**config.mk**
```make
export PLATFORM = sky130hd
export DESIGN_NAME = rcd_core
export DESIGN_NICKNAME = d
export VERILOG_FILES = /design/src/rcd_pkg.sv /design/src/rcd_core.sv
export SDC_FILE = /design/constraint.sdc
export NUM_CORES = 1
export LEC_CHECK = 0
export ABC_AREA = 1
export BUFFER_PORTS_ARGS = -buffer_cell sky130_fd_sc_hd__clkbuf_2
export CORE_MARGIN = 2
export CORE_UTILIZATION = 55
export CTS_CLUSTER_DIAMETER = 30
export DETAILED_ROUTE_END_ITERATION = 7
export PLACE_DENSITY = 0.81
export SYNTH_ARGS = -nofsm -noshare
export SYNTH_HDL_FRONTEND = slang
export SYNTH_SLANG_ARGS = --single-unit
```
**constraint.sdc**
```tcl
create_clock -name clk_sys_i -period 2.4 [get_ports clk_sys_i]
set_input_delay 0.36 -clock clk_sys_i [delete_from_list [all_inputs] [get_ports clk_sys_i]]
set_output_delay 0.36 -clock clk_sys_i [all_outputs]
set_load 0.005 [all_outputs]
```
**src/rcd_pkg.sv**
```systemverilog
package rcd_pkg;

   // ----------------------------------------------------------------
   // Instruction word layout
   // ----------------------------------------------------------------
   localparam int INSN_W = 16;
   localparam int FMT_BIT = 15;
   localparam int SRC_MOD_LSB = 0;
   localparam int SRC_IDX_LSB = 4;
   localparam int DST_MOD_LSB = 8;
   localparam int DST_SUB_LSB = 12;

   // ----------------------------------------------------------------
   // Core module numbers and special destinations
   // ----------------------------------------------------------------
   localparam logic [3:0] MOD_ACC = 4'h9;
   localparam logic [3:0] MOD_PFX = 4'hB;
   localparam logic [3:0] MOD_IP = 4'hC;
   localparam logic [3:0] MOD_STK = 4'hD;
   localparam logic [3:0] MOD_DP = 4'hF;
   localparam logic [7:0] REG_STACK_IDX = 8'h1D;
   localparam logic [7:0] REG_STK_DATA = 8'h0D;
   localparam logic [7:0] REG_DP_DATA = 8'h0F;

   // ----------------------------------------------------------------
   // Stack, pointers, memory map
   // ----------------------------------------------------------------
   localparam int STK_DEPTH = 16;
   localparam logic [3:0] STK_IDX_RST = 4'hF;
   localparam int NUM_DP = 3;
   localparam logic [15:0] UROM_BASE = 16'h8000;
   localparam logic [15:0] UROM_SIZE = 16'h1000;
   localparam logic [15:0] USER_START = 16'h0000;
   localparam logic [15:0] PWD_FIRST = 16'h0010;
   localparam logic [15:0] PWD_LAST = 16'h001F;
   localparam logic [15:0] PWD_ERASED = 16'hFFFF;
   localparam int PWD_WORDS = 16;
   localparam logic CODE_LOCK_RST = 1'b1;

   // ----------------------------------------------------------------
   // Types
   // ----------------------------------------------------------------
   typedef enum logic [1:0] {
      RCD_MAP_HARVARD,
      RCD_MAP_DATA_IN_CODE,
      RCD_MAP_CODE_IN_DATA,
      RCD_MAP_UNIFIED
   } rcd_map_e;

   typedef enum logic [2:0] {
      RCD_STK_NONE,
      RCD_STK_CALL,
      RCD_STK_PUSH,
      RCD_STK_IRQ,
      RCD_STK_RET,
      RCD_STK_INTERRUPT_RETURN,
      RCD_STK_POP,
      RCD_STK_INTERRUPT_ACK_POP
   } rcd_stk_e;

   typedef struct packed {
      logic imm;
      logic [7:0] src;
      logic [3:0] src_mod;
      logic [3:0] src_idx;
      logic [3:0] dst_mod;
      logic [4:0] dst_sub;
      logic pfx_used;
   } rcd_dec_s;

   typedef struct packed {
      logic pwd_ok;
      logic erase;
      logic load;
   } rcd_lock_s;

endpackage : rcd_pkg
```
**src/rcd_core.sv**
```systemverilog
// Function
// - Decode and execute each word in one cycle
// - Fixed 16-bit words, any register with accumulator
// - Bit 15 selects immediate or register source
// - Low byte source: module nibble, index nibble
// - Bits 8-14 name destination module and subindex
// - Upper destinations need prefix, one extra cycle
// - Writes to modules 9, 12, 13, 15 flag side-effect operations
// - Sixteen-entry 16-bit hardware stack
// - Stack used by calls, returns, irq, push/pop
// - Stack index resets to 0Fh
// - Push-type: increment index, then write
// - Pop-type: read entry, then decrement index
// - Three data pointers auto increment or decrement
// - Harvard default, selectable cross-mapping modes
// - Utility ROM 4kB at 8000h
// - Reset starts in ROM, then user or routine
// - Password is program words 0010h-001Fh
// - Lock set blocks debug until password matches
// - Lock clear opens debug without password
// - Mass erase leaves password all ones
// - Host sets loader entry during reset via JTAG
// - Loader defaults to JTAG; UART via application
`timescale 1ns/1ps
module rcd_core
   import rcd_pkg::*;
(
   // Clock and reset
   input wire logic clk_sys_i,
   input wire logic rst_n_i,
   // Instruction stream
   input wire logic [15:0] insn_i,
   input wire logic [15:0] src_data_i,
   input wire logic [15:0] acc_i,
   input wire logic [15:0] pc_i,
   input wire rcd_stk_e stk_op_i,
   input wire logic [15:0] stk_wdata_i,
   input wire logic [1:0] dp_sel_i,
   input wire logic dp_access_i,
   input wire logic [NUM_DP-1:0] dp_inc_i,
   input wire logic [NUM_DP-1:0] dp_dec_i,
   input wire logic [15:0] dp_load_i,
   input wire logic dp_load_en_i,
   input wire rcd_map_e map_mode_i,
   // Lock and loader control
   input wire logic code_lock_clr_i,
   input wire logic mass_erase_i,
   input wire logic [15:0] pwd_word_i,
   input wire logic pwd_word_en_i,
   input wire logic [15:0] flash_word_i,
   input wire logic flash_word_en_i,
   input wire logic [3:0] flash_word_idx_i,
   input wire logic jtag_loader_set_i,
   input wire logic app_loader_cfg_i,
   input wire logic app_port_uart_i,
   // Decode outputs
   output logic [15:0] src_val_o,
   output logic [3:0] dst_mod_o,
   output logic [4:0] dst_sub_o,
   output logic dst_we_o,
   output logic side_fx_o,
   output logic [15:0] stk_rdata_o,
   output logic [3:0] stack_index_o,
   output logic [15:0] dp_o [NUM_DP],
   output logic [15:0] boot_pc_o,
   output logic rom_sel_o,
   output logic code_lock_bit_o,
   output logic debug_ok_o,
   output logic loader_entry_bit_o,
   output logic loader_port_select_o,
   output logic map_data_in_code_o,
   output logic map_code_in_data_o
);

   // ----------------------------------------------------------------
   // Decode
   // ----------------------------------------------------------------
   rcd_dec_s dec;
   logic [2:0] dest_prefix_reg;
   logic pfx_valid;
   logic [2:0] next_dest_prefix_reg;
   logic next_pfx_valid;
   logic [15:0] next_src_val;

   always_comb begin
      dec.imm = ~insn_i[FMT_BIT];
      dec.src = insn_i[7:0];
      dec.src_mod = insn_i[SRC_MOD_LSB +: 4];
      dec.src_idx = insn_i[SRC_IDX_LSB +: 4];
      dec.dst_mod = insn_i[DST_MOD_LSB +: 4];
      dec.dst_sub = {pfx_valid ? dest_prefix_reg[1:0] : 2'b00, insn_i[DST_SUB_LSB +: 3]};
      dec.pfx_used = pfx_valid;
   end

   // A prefix write only arms the next word; that is the extra cycle.
   always_comb begin
      next_dest_prefix_reg = dest_prefix_reg;
      next_pfx_valid = 1'b0;
      if (dec.dst_mod == MOD_PFX && dec.dst_sub[2:0] == 3'd0) begin
         next_dest_prefix_reg = next_src_val[2:0];
         next_pfx_valid = 1'b1;
      end
   end

   always_ff @(posedge clk_sys_i or negedge rst_n_i) begin
      if (!rst_n_i) begin
         dest_prefix_reg <= 3'h0;
         pfx_valid <= 1'b0;
      end else begin
         dest_prefix_reg <= next_dest_prefix_reg;
         pfx_valid <= next_pfx_valid;
      end
   end

   // ----------------------------------------------------------------
   // Decode result registers
   // ----------------------------------------------------------------
   logic next_side_fx;

   always_comb begin
      next_src_val = dec.imm ? {8'h00, dec.src} : src_data_i;
      if (dec.src_mod == MOD_ACC && !dec.imm) begin
         next_src_val = acc_i;
      end
      next_side_fx = (dec.dst_mod == MOD_ACC) || (dec.dst_mod == MOD_IP) ||
                     (dec.dst_mod == MOD_STK) || (dec.dst_mod == MOD_DP);
   end

   always_ff @(posedge clk_sys_i or negedge rst_n_i) begin
      if (!rst_n_i) begin
         src_val_o <= 16'h0000;
         dst_mod_o <= 4'h0;
         dst_sub_o <= 5'h00;
         dst_we_o <= 1'b0;
         side_fx_o <= 1'b0;
      end else begin
         src_val_o <= next_src_val;
         dst_mod_o <= dec.dst_mod;
         dst_sub_o <= dec.dst_sub;
         dst_we_o <= ~(dec.dst_mod == MOD_PFX);
         side_fx_o <= next_side_fx;
      end
   end

   // ----------------------------------------------------------------
   // Hardware stack
   // ----------------------------------------------------------------
   logic [15:0] stk_mem [STK_DEPTH];
   logic [3:0] stack_index;
   logic [3:0] next_stack_index;
   logic stk_push;
   logic stk_pop;
   logic [15:0] stk_push_val;

   always_comb begin
      stk_push = (stk_op_i == RCD_STK_CALL) || (stk_op_i == RCD_STK_PUSH) ||
                 (stk_op_i == RCD_STK_IRQ);
      stk_pop = (stk_op_i == RCD_STK_RET) || (stk_op_i == RCD_STK_INTERRUPT_RETURN) ||
                (stk_op_i == RCD_STK_POP) || (stk_op_i == RCD_STK_INTERRUPT_ACK_POP);
      stk_push_val = (stk_op_i == RCD_STK_PUSH) ? stk_wdata_i : pc_i;
      next_stack_index = stack_index;
      if (stk_push) begin
         next_stack_index = stack_index + 4'd1;
      end else if (stk_pop) begin
         next_stack_index = stack_index - 4'd1;
      end
   end

   for (genvar e = 0; e < STK_DEPTH; e++) begin : g_stk
      always_ff @(posedge clk_sys_i or negedge rst_n_i) begin
         if (!rst_n_i) begin
            stk_mem[e] <= 16'h0000;
         end else if (stk_push && next_stack_index == 4'(e)) begin
            stk_mem[e] <= stk_push_val;
         end
      end
   end

   always_ff @(posedge clk_sys_i or negedge rst_n_i) begin
      if (!rst_n_i) begin
         stack_index <= STK_IDX_RST;
         stk_rdata_o <= 16'h0000;
      end else begin
         stack_index <= next_stack_index;
         if (stk_pop) begin
            stk_rdata_o <= stk_mem[stack_index];
         end
      end
   end

   assign stack_index_o = stack_index;

   // ----------------------------------------------------------------
   // Data pointers
   // ----------------------------------------------------------------
   logic [15:0] dp [NUM_DP];
   logic [15:0] next_dp [NUM_DP];

   for (genvar d = 0; d < NUM_DP; d++) begin : g_dp
      always_comb begin
         next_dp[d] = dp[d];
         if (dp_load_en_i && dp_sel_i == 2'(d)) begin
            next_dp[d] = dp_load_i;
         end else if (dp_access_i && dp_sel_i == 2'(d)) begin
            if (dp_inc_i[d]) begin
               next_dp[d] = dp[d] + 16'h0001;
            end else if (dp_dec_i[d]) begin
               next_dp[d] = dp[d] - 16'h0001;
            end
         end
      end
      always_ff @(posedge clk_sys_i or negedge rst_n_i) begin
         if (!rst_n_i) begin
            dp[d] <= 16'h0000;
         end else begin
            dp[d] <= next_dp[d];
         end
      end
   end

   assign dp_o = dp;

   // ----------------------------------------------------------------
   // Memory map, boot, lock
   // ----------------------------------------------------------------
   logic [15:0] pwd [PWD_WORDS];
   logic [PWD_WORDS-1:0] pwd_match;
   logic code_lock_bit;
   logic pwd_ok;
   logic next_code_lock_bit;
   logic next_pwd_ok;
   logic [3:0] pwd_cnt;
   logic [3:0] next_pwd_cnt;
   logic pwd_run;
   logic next_pwd_run;
   logic in_rom;

   for (genvar w = 0; w < PWD_WORDS; w++) begin : g_pwd
      always_ff @(posedge clk_sys_i or negedge rst_n_i) begin
         if (!rst_n_i) begin
            pwd[w] <= PWD_ERASED;
         end else if (mass_erase_i) begin
            pwd[w] <= PWD_ERASED;
         end else if (flash_word_en_i && flash_word_idx_i == 4'(w)) begin
            pwd[w] <= flash_word_i;
         end
      end
      assign pwd_match[w] = (pwd[w] == pwd_word_i);
   end

   always_comb begin
      next_code_lock_bit = code_lock_bit;
      if (code_lock_clr_i) begin
         next_code_lock_bit = 1'b0;
      end
      next_pwd_cnt = pwd_cnt;
      next_pwd_ok = pwd_ok;
      next_pwd_run = pwd_run;
      // The run flag remembers that every word of this round has matched so far.
      if (pwd_word_en_i) begin
         next_pwd_cnt = pwd_cnt + 4'd1;
         next_pwd_run = pwd_match[pwd_cnt] && (pwd_run || pwd_cnt == 4'h0);
         if (!pwd_match[pwd_cnt]) begin
            next_pwd_ok = 1'b0;
         end else if (pwd_cnt == 4'hF && pwd_run) begin
            next_pwd_ok = 1'b1;
         end
      end
      in_rom = (pc_i >= UROM_BASE) && (pc_i < UROM_BASE + UROM_SIZE);
   end

   always_ff @(posedge clk_sys_i or negedge rst_n_i) begin
      if (!rst_n_i) begin
         code_lock_bit <= CODE_LOCK_RST;
         pwd_ok <= 1'b0;
         pwd_cnt <= 4'h0;
         pwd_run <= 1'b0;
         debug_ok_o <= 1'b0;
         rom_sel_o <= 1'b0;
         boot_pc_o <= UROM_BASE;
         map_data_in_code_o <= 1'b0;
         map_code_in_data_o <= 1'b0;
      end else begin
         code_lock_bit <= next_code_lock_bit;
         pwd_ok <= next_pwd_ok;
         pwd_cnt <= next_pwd_cnt;
         pwd_run <= next_pwd_run;
         debug_ok_o <= ~next_code_lock_bit | next_pwd_ok;
         rom_sel_o <= in_rom;
         boot_pc_o <= loader_entry_bit_o ? UROM_BASE : USER_START;
         map_data_in_code_o <= (map_mode_i == RCD_MAP_DATA_IN_CODE) ||
                               (map_mode_i == RCD_MAP_UNIFIED);
         map_code_in_data_o <= (map_mode_i == RCD_MAP_CODE_IN_DATA) ||
                               (map_mode_i == RCD_MAP_UNIFIED);
      end
   end

   assign code_lock_bit_o = code_lock_bit;

   // ----------------------------------------------------------------
   // Loader entry and port select
   // ----------------------------------------------------------------
   logic jtag_s1;
   logic jtag_s2;
   logic next_entry;
   logic next_port;

   always_comb begin
      next_entry = loader_entry_bit_o;
      next_port = loader_port_select_o;
      if (jtag_s2) begin
         next_entry = 1'b1;
         next_port = 1'b0;
      end else if (app_loader_cfg_i) begin
         next_entry = 1'b1;
         next_port = app_port_uart_i;
      end
   end

   always_ff @(posedge clk_sys_i or negedge rst_n_i) begin
      if (!rst_n_i) begin
         jtag_s1 <= 1'b0;
         jtag_s2 <= 1'b0;
         loader_entry_bit_o <= 1'b0;
         loader_port_select_o <= 1'b0;
      end else begin
         jtag_s1 <= jtag_loader_set_i;
         jtag_s2 <= jtag_s1;
         loader_entry_bit_o <= next_entry;
         loader_port_select_o <= next_port;
      end
   end
endmodule : rcd_core

```
==> impl_metrics.yaml <==
status:
  status: "complete, no violations"
critical_path:
  cp_max_fo: 16
  startpoint_type: "register"
  critPathMostFrequentCell: "nor2_4"
  path_buf_inv: 4
  arrival_ns: 2.99
  r2r-start: "stack_index_o[0]$_DFF_PN1_"
  slowest_stage: "dfstp_4"
  crit_type: "register to register"
  crit_family: "flip-flops"
  cp.required_ns: 3.02
  worstSetupStartpoint: "stack_index_o[0]$_DFF_PN1_"
  worstPathCellList: "inv_4 > nor2_4 > nand3_2 > o41ai_4 > xor2_4 > inv_2 > nand2_4 > nor2_4 > buf_4 > clkbuf_16 > o21ai_2"
  cp_slowest_stage_delay_ns: 0.67
  cp-end-kind: "register"
grt:
  grt_pass1_vias: 30776
  grt-ovfl-total: 0
  grt.total_usage: 0.347
  grt_max_degree: 84
  antenna_found_initial: 0
  grt_pass1_wl_um: 166000
layout:
  final_nets: 4733
  final_area_um2: 41200
  antenna_cells: 0
  area_delta_synth_final_pct: 26.0
  layout_commonest_cell: "nand2_1"
  drive_above_1_share: 0.213
  post-route-util: 0.700
  layout_common_cells: "nand2_1, o21ai_0, inv_1"
  final_cells: 5407
routing:
  post_drt_wl_per_cell_um: 20.2
  initialDrtViolationCount: 3718
  via_per_inst: 5.90
  drtPass1Iterations: 8
  vias: 31882
  drc: 0
  ant_nets: 0
  finalWirelength_um: 109000
sta:
  drv_slew: 0
  clock.fmax_mhz: 421
  finalSetupViolations: 0
  fin_crit_sh: 0.989
  fin_skew_ns: 0.0357
  slew_headroom: 0.152
  finalHoldViolations: 0
  min_period_ns: 2.37
  finalSetupTns_ns: 0
  tightestPinTransition_ns: 1.27
power:
  p_per_area_nw_per_um2: 1190
  power.leakage_uw: 0.0199
  vdd_drop_max_mv: 1.15
placement:
  place.gp.congestion: 0.929
  dp_hpwl_um: 65000
  io_buffers: 258
  placed_area_um2: 35500
  dp_cells: 5086
clocking:
  clk_pin_slew_ns: 0.05
  cts_buffer_depth: 3
  clk_latency_ns: 0.72
  clkSinkCount: 626
  cts_tree: "built"
  cts_buffers: 132
  htreeDepth: 4
  cts_root_buf: "clkbuf_16"
floorplanning:
  num_rows: 89
  initial_utilization: 0.555
  coreArea_um2: 58900
  die_area_um2: 61400
  die_y_um: 248
  dieWidth_um: 248
  io_pins: 274
hold_path:
  hold_path.class: "primary input to register"
  hold_start: "flash_word_i[5]"
run:
  cap_violations: 0
yosys:
  synth_ff_type: "dfrtp_1"
  ys_ff_latch: 626
  synth_cell_types: 54
  syn_inst: 4144
  yosysWarnings: 0
  synth_edf_count: 0
  syn_area_per_cell_um2: 7.89
  synth-seq-area-share: 0.489
  synth_area_um2: 32700
  async_flop_share: 1.00
==> cell type report <==
class	count	area [um2]
multi-input combinational	2851	14200
sequential	626	16000
clock inverter	66	992
clock buffer	174	3710
tap	773	967
timing repair buffer	503	3800
inverter	414	1560
fill	4125	17700
==> routing by layer <==
layer	GRT usage	share of wire
met1	0.443	0.38
met2	0.534	0.45
met3	0.0925	0.11
met4	0.194	0.056
met5	0	0
==> synthesized netlist by cell type (all sizes together) (19+ instances only) <==
cell type	instances	area, um2
buf	104	552
dfstp	262	6880
nor2	343	1370
clkbuf	165	621
nand3	100	505
a21oi	342	1710
xnor2	83	727
inv	407	1530
ha	46	576
o21ai	659	3300
nand2	1012	3830
a31oi	19	119
xor2	43	403
nand4	36	225
a22oi	31	233
dfrtp	364	9110
==> worst reg2reg max path, delay by kind of cell (launching register included) <==
family | cells | cell delay [ns]
flops | 1 | 0.67
buf+inv | 4 | 0.55
simple gates | 4 | 0.42
compound gates | 2 | 0.32
xor+xnor | 1 | 0.32
==> cell families (layout without fill, tap and decap cells) <==
group           after synthesis  in the layout  share of synthesized area
buf+inv                     683           1157                     0.0834
mux                          22             22                    0.00738
fa+ha+maj                    49             49                     0.0194
simple gates               1524           1526                      0.187
other cells                   1             15                   0.000115
compound gates             1113           1113                      0.179
xor+xnor                    126            126                     0.0345
flops                       626            626                      0.489
==> where the power goes <==
group	internal [uW]	total, uW	switching (uW)
registers	13800	15300	1550
clock network	13000	19100	6160
logic	5070	14800	9680
==> per-stage QoR <==
| stage | setup slack [ns] | power, uW | hold WS, ns |
|---|---|---|---|
| after global routing | -0.0372 | 51400 | 0.0220 |
| after CTS | -0.0671 | 48200 | 0.00284 |
| final | 0.0260 | 49200 | 0.0401 |
| after detailed placement | -0.111 | 28600 | 0.316 |
| after floorplan | -0.00686 | 23700 | 0.0644 |
| after global placement | -0.0632 | 28100 | 0.317 |
==> path summary, 6_finish.rpt <==
path,slack [ns],cells after the start,to
setup / recovery,0.03,11,stk_mem[110]$_DFFE_PN0P_
min in group asynchronous,0.17,2,dst_mod_o[0]$_DFF_PN0_
hold reg to reg,0.34,0,jtag_s2$_DFF_PN0_
setup reg to reg,0.03,11,stk_mem[110]$_DFFE_PN0P_
max in group asynchronous,1.40,3,pwd[174]$_DFFE_PN1P_
hold / removal,0.04,4,pwd[181]$_DFFE_PN1P_
==> what timing repair did <==
item / 4_1_cts / 5_1_grt
pin swaps: 4 / 9
endpoints found under the setup margin: 88 / 257
hold buffers: 64 / 0
setup buffers: 7 / 4
gates resized for setup: 3 / 26
hold endpoints to repair: 126 / 0
cloned: 2 / 4
No activity file was read; power rests on OpenSTA's default activity.
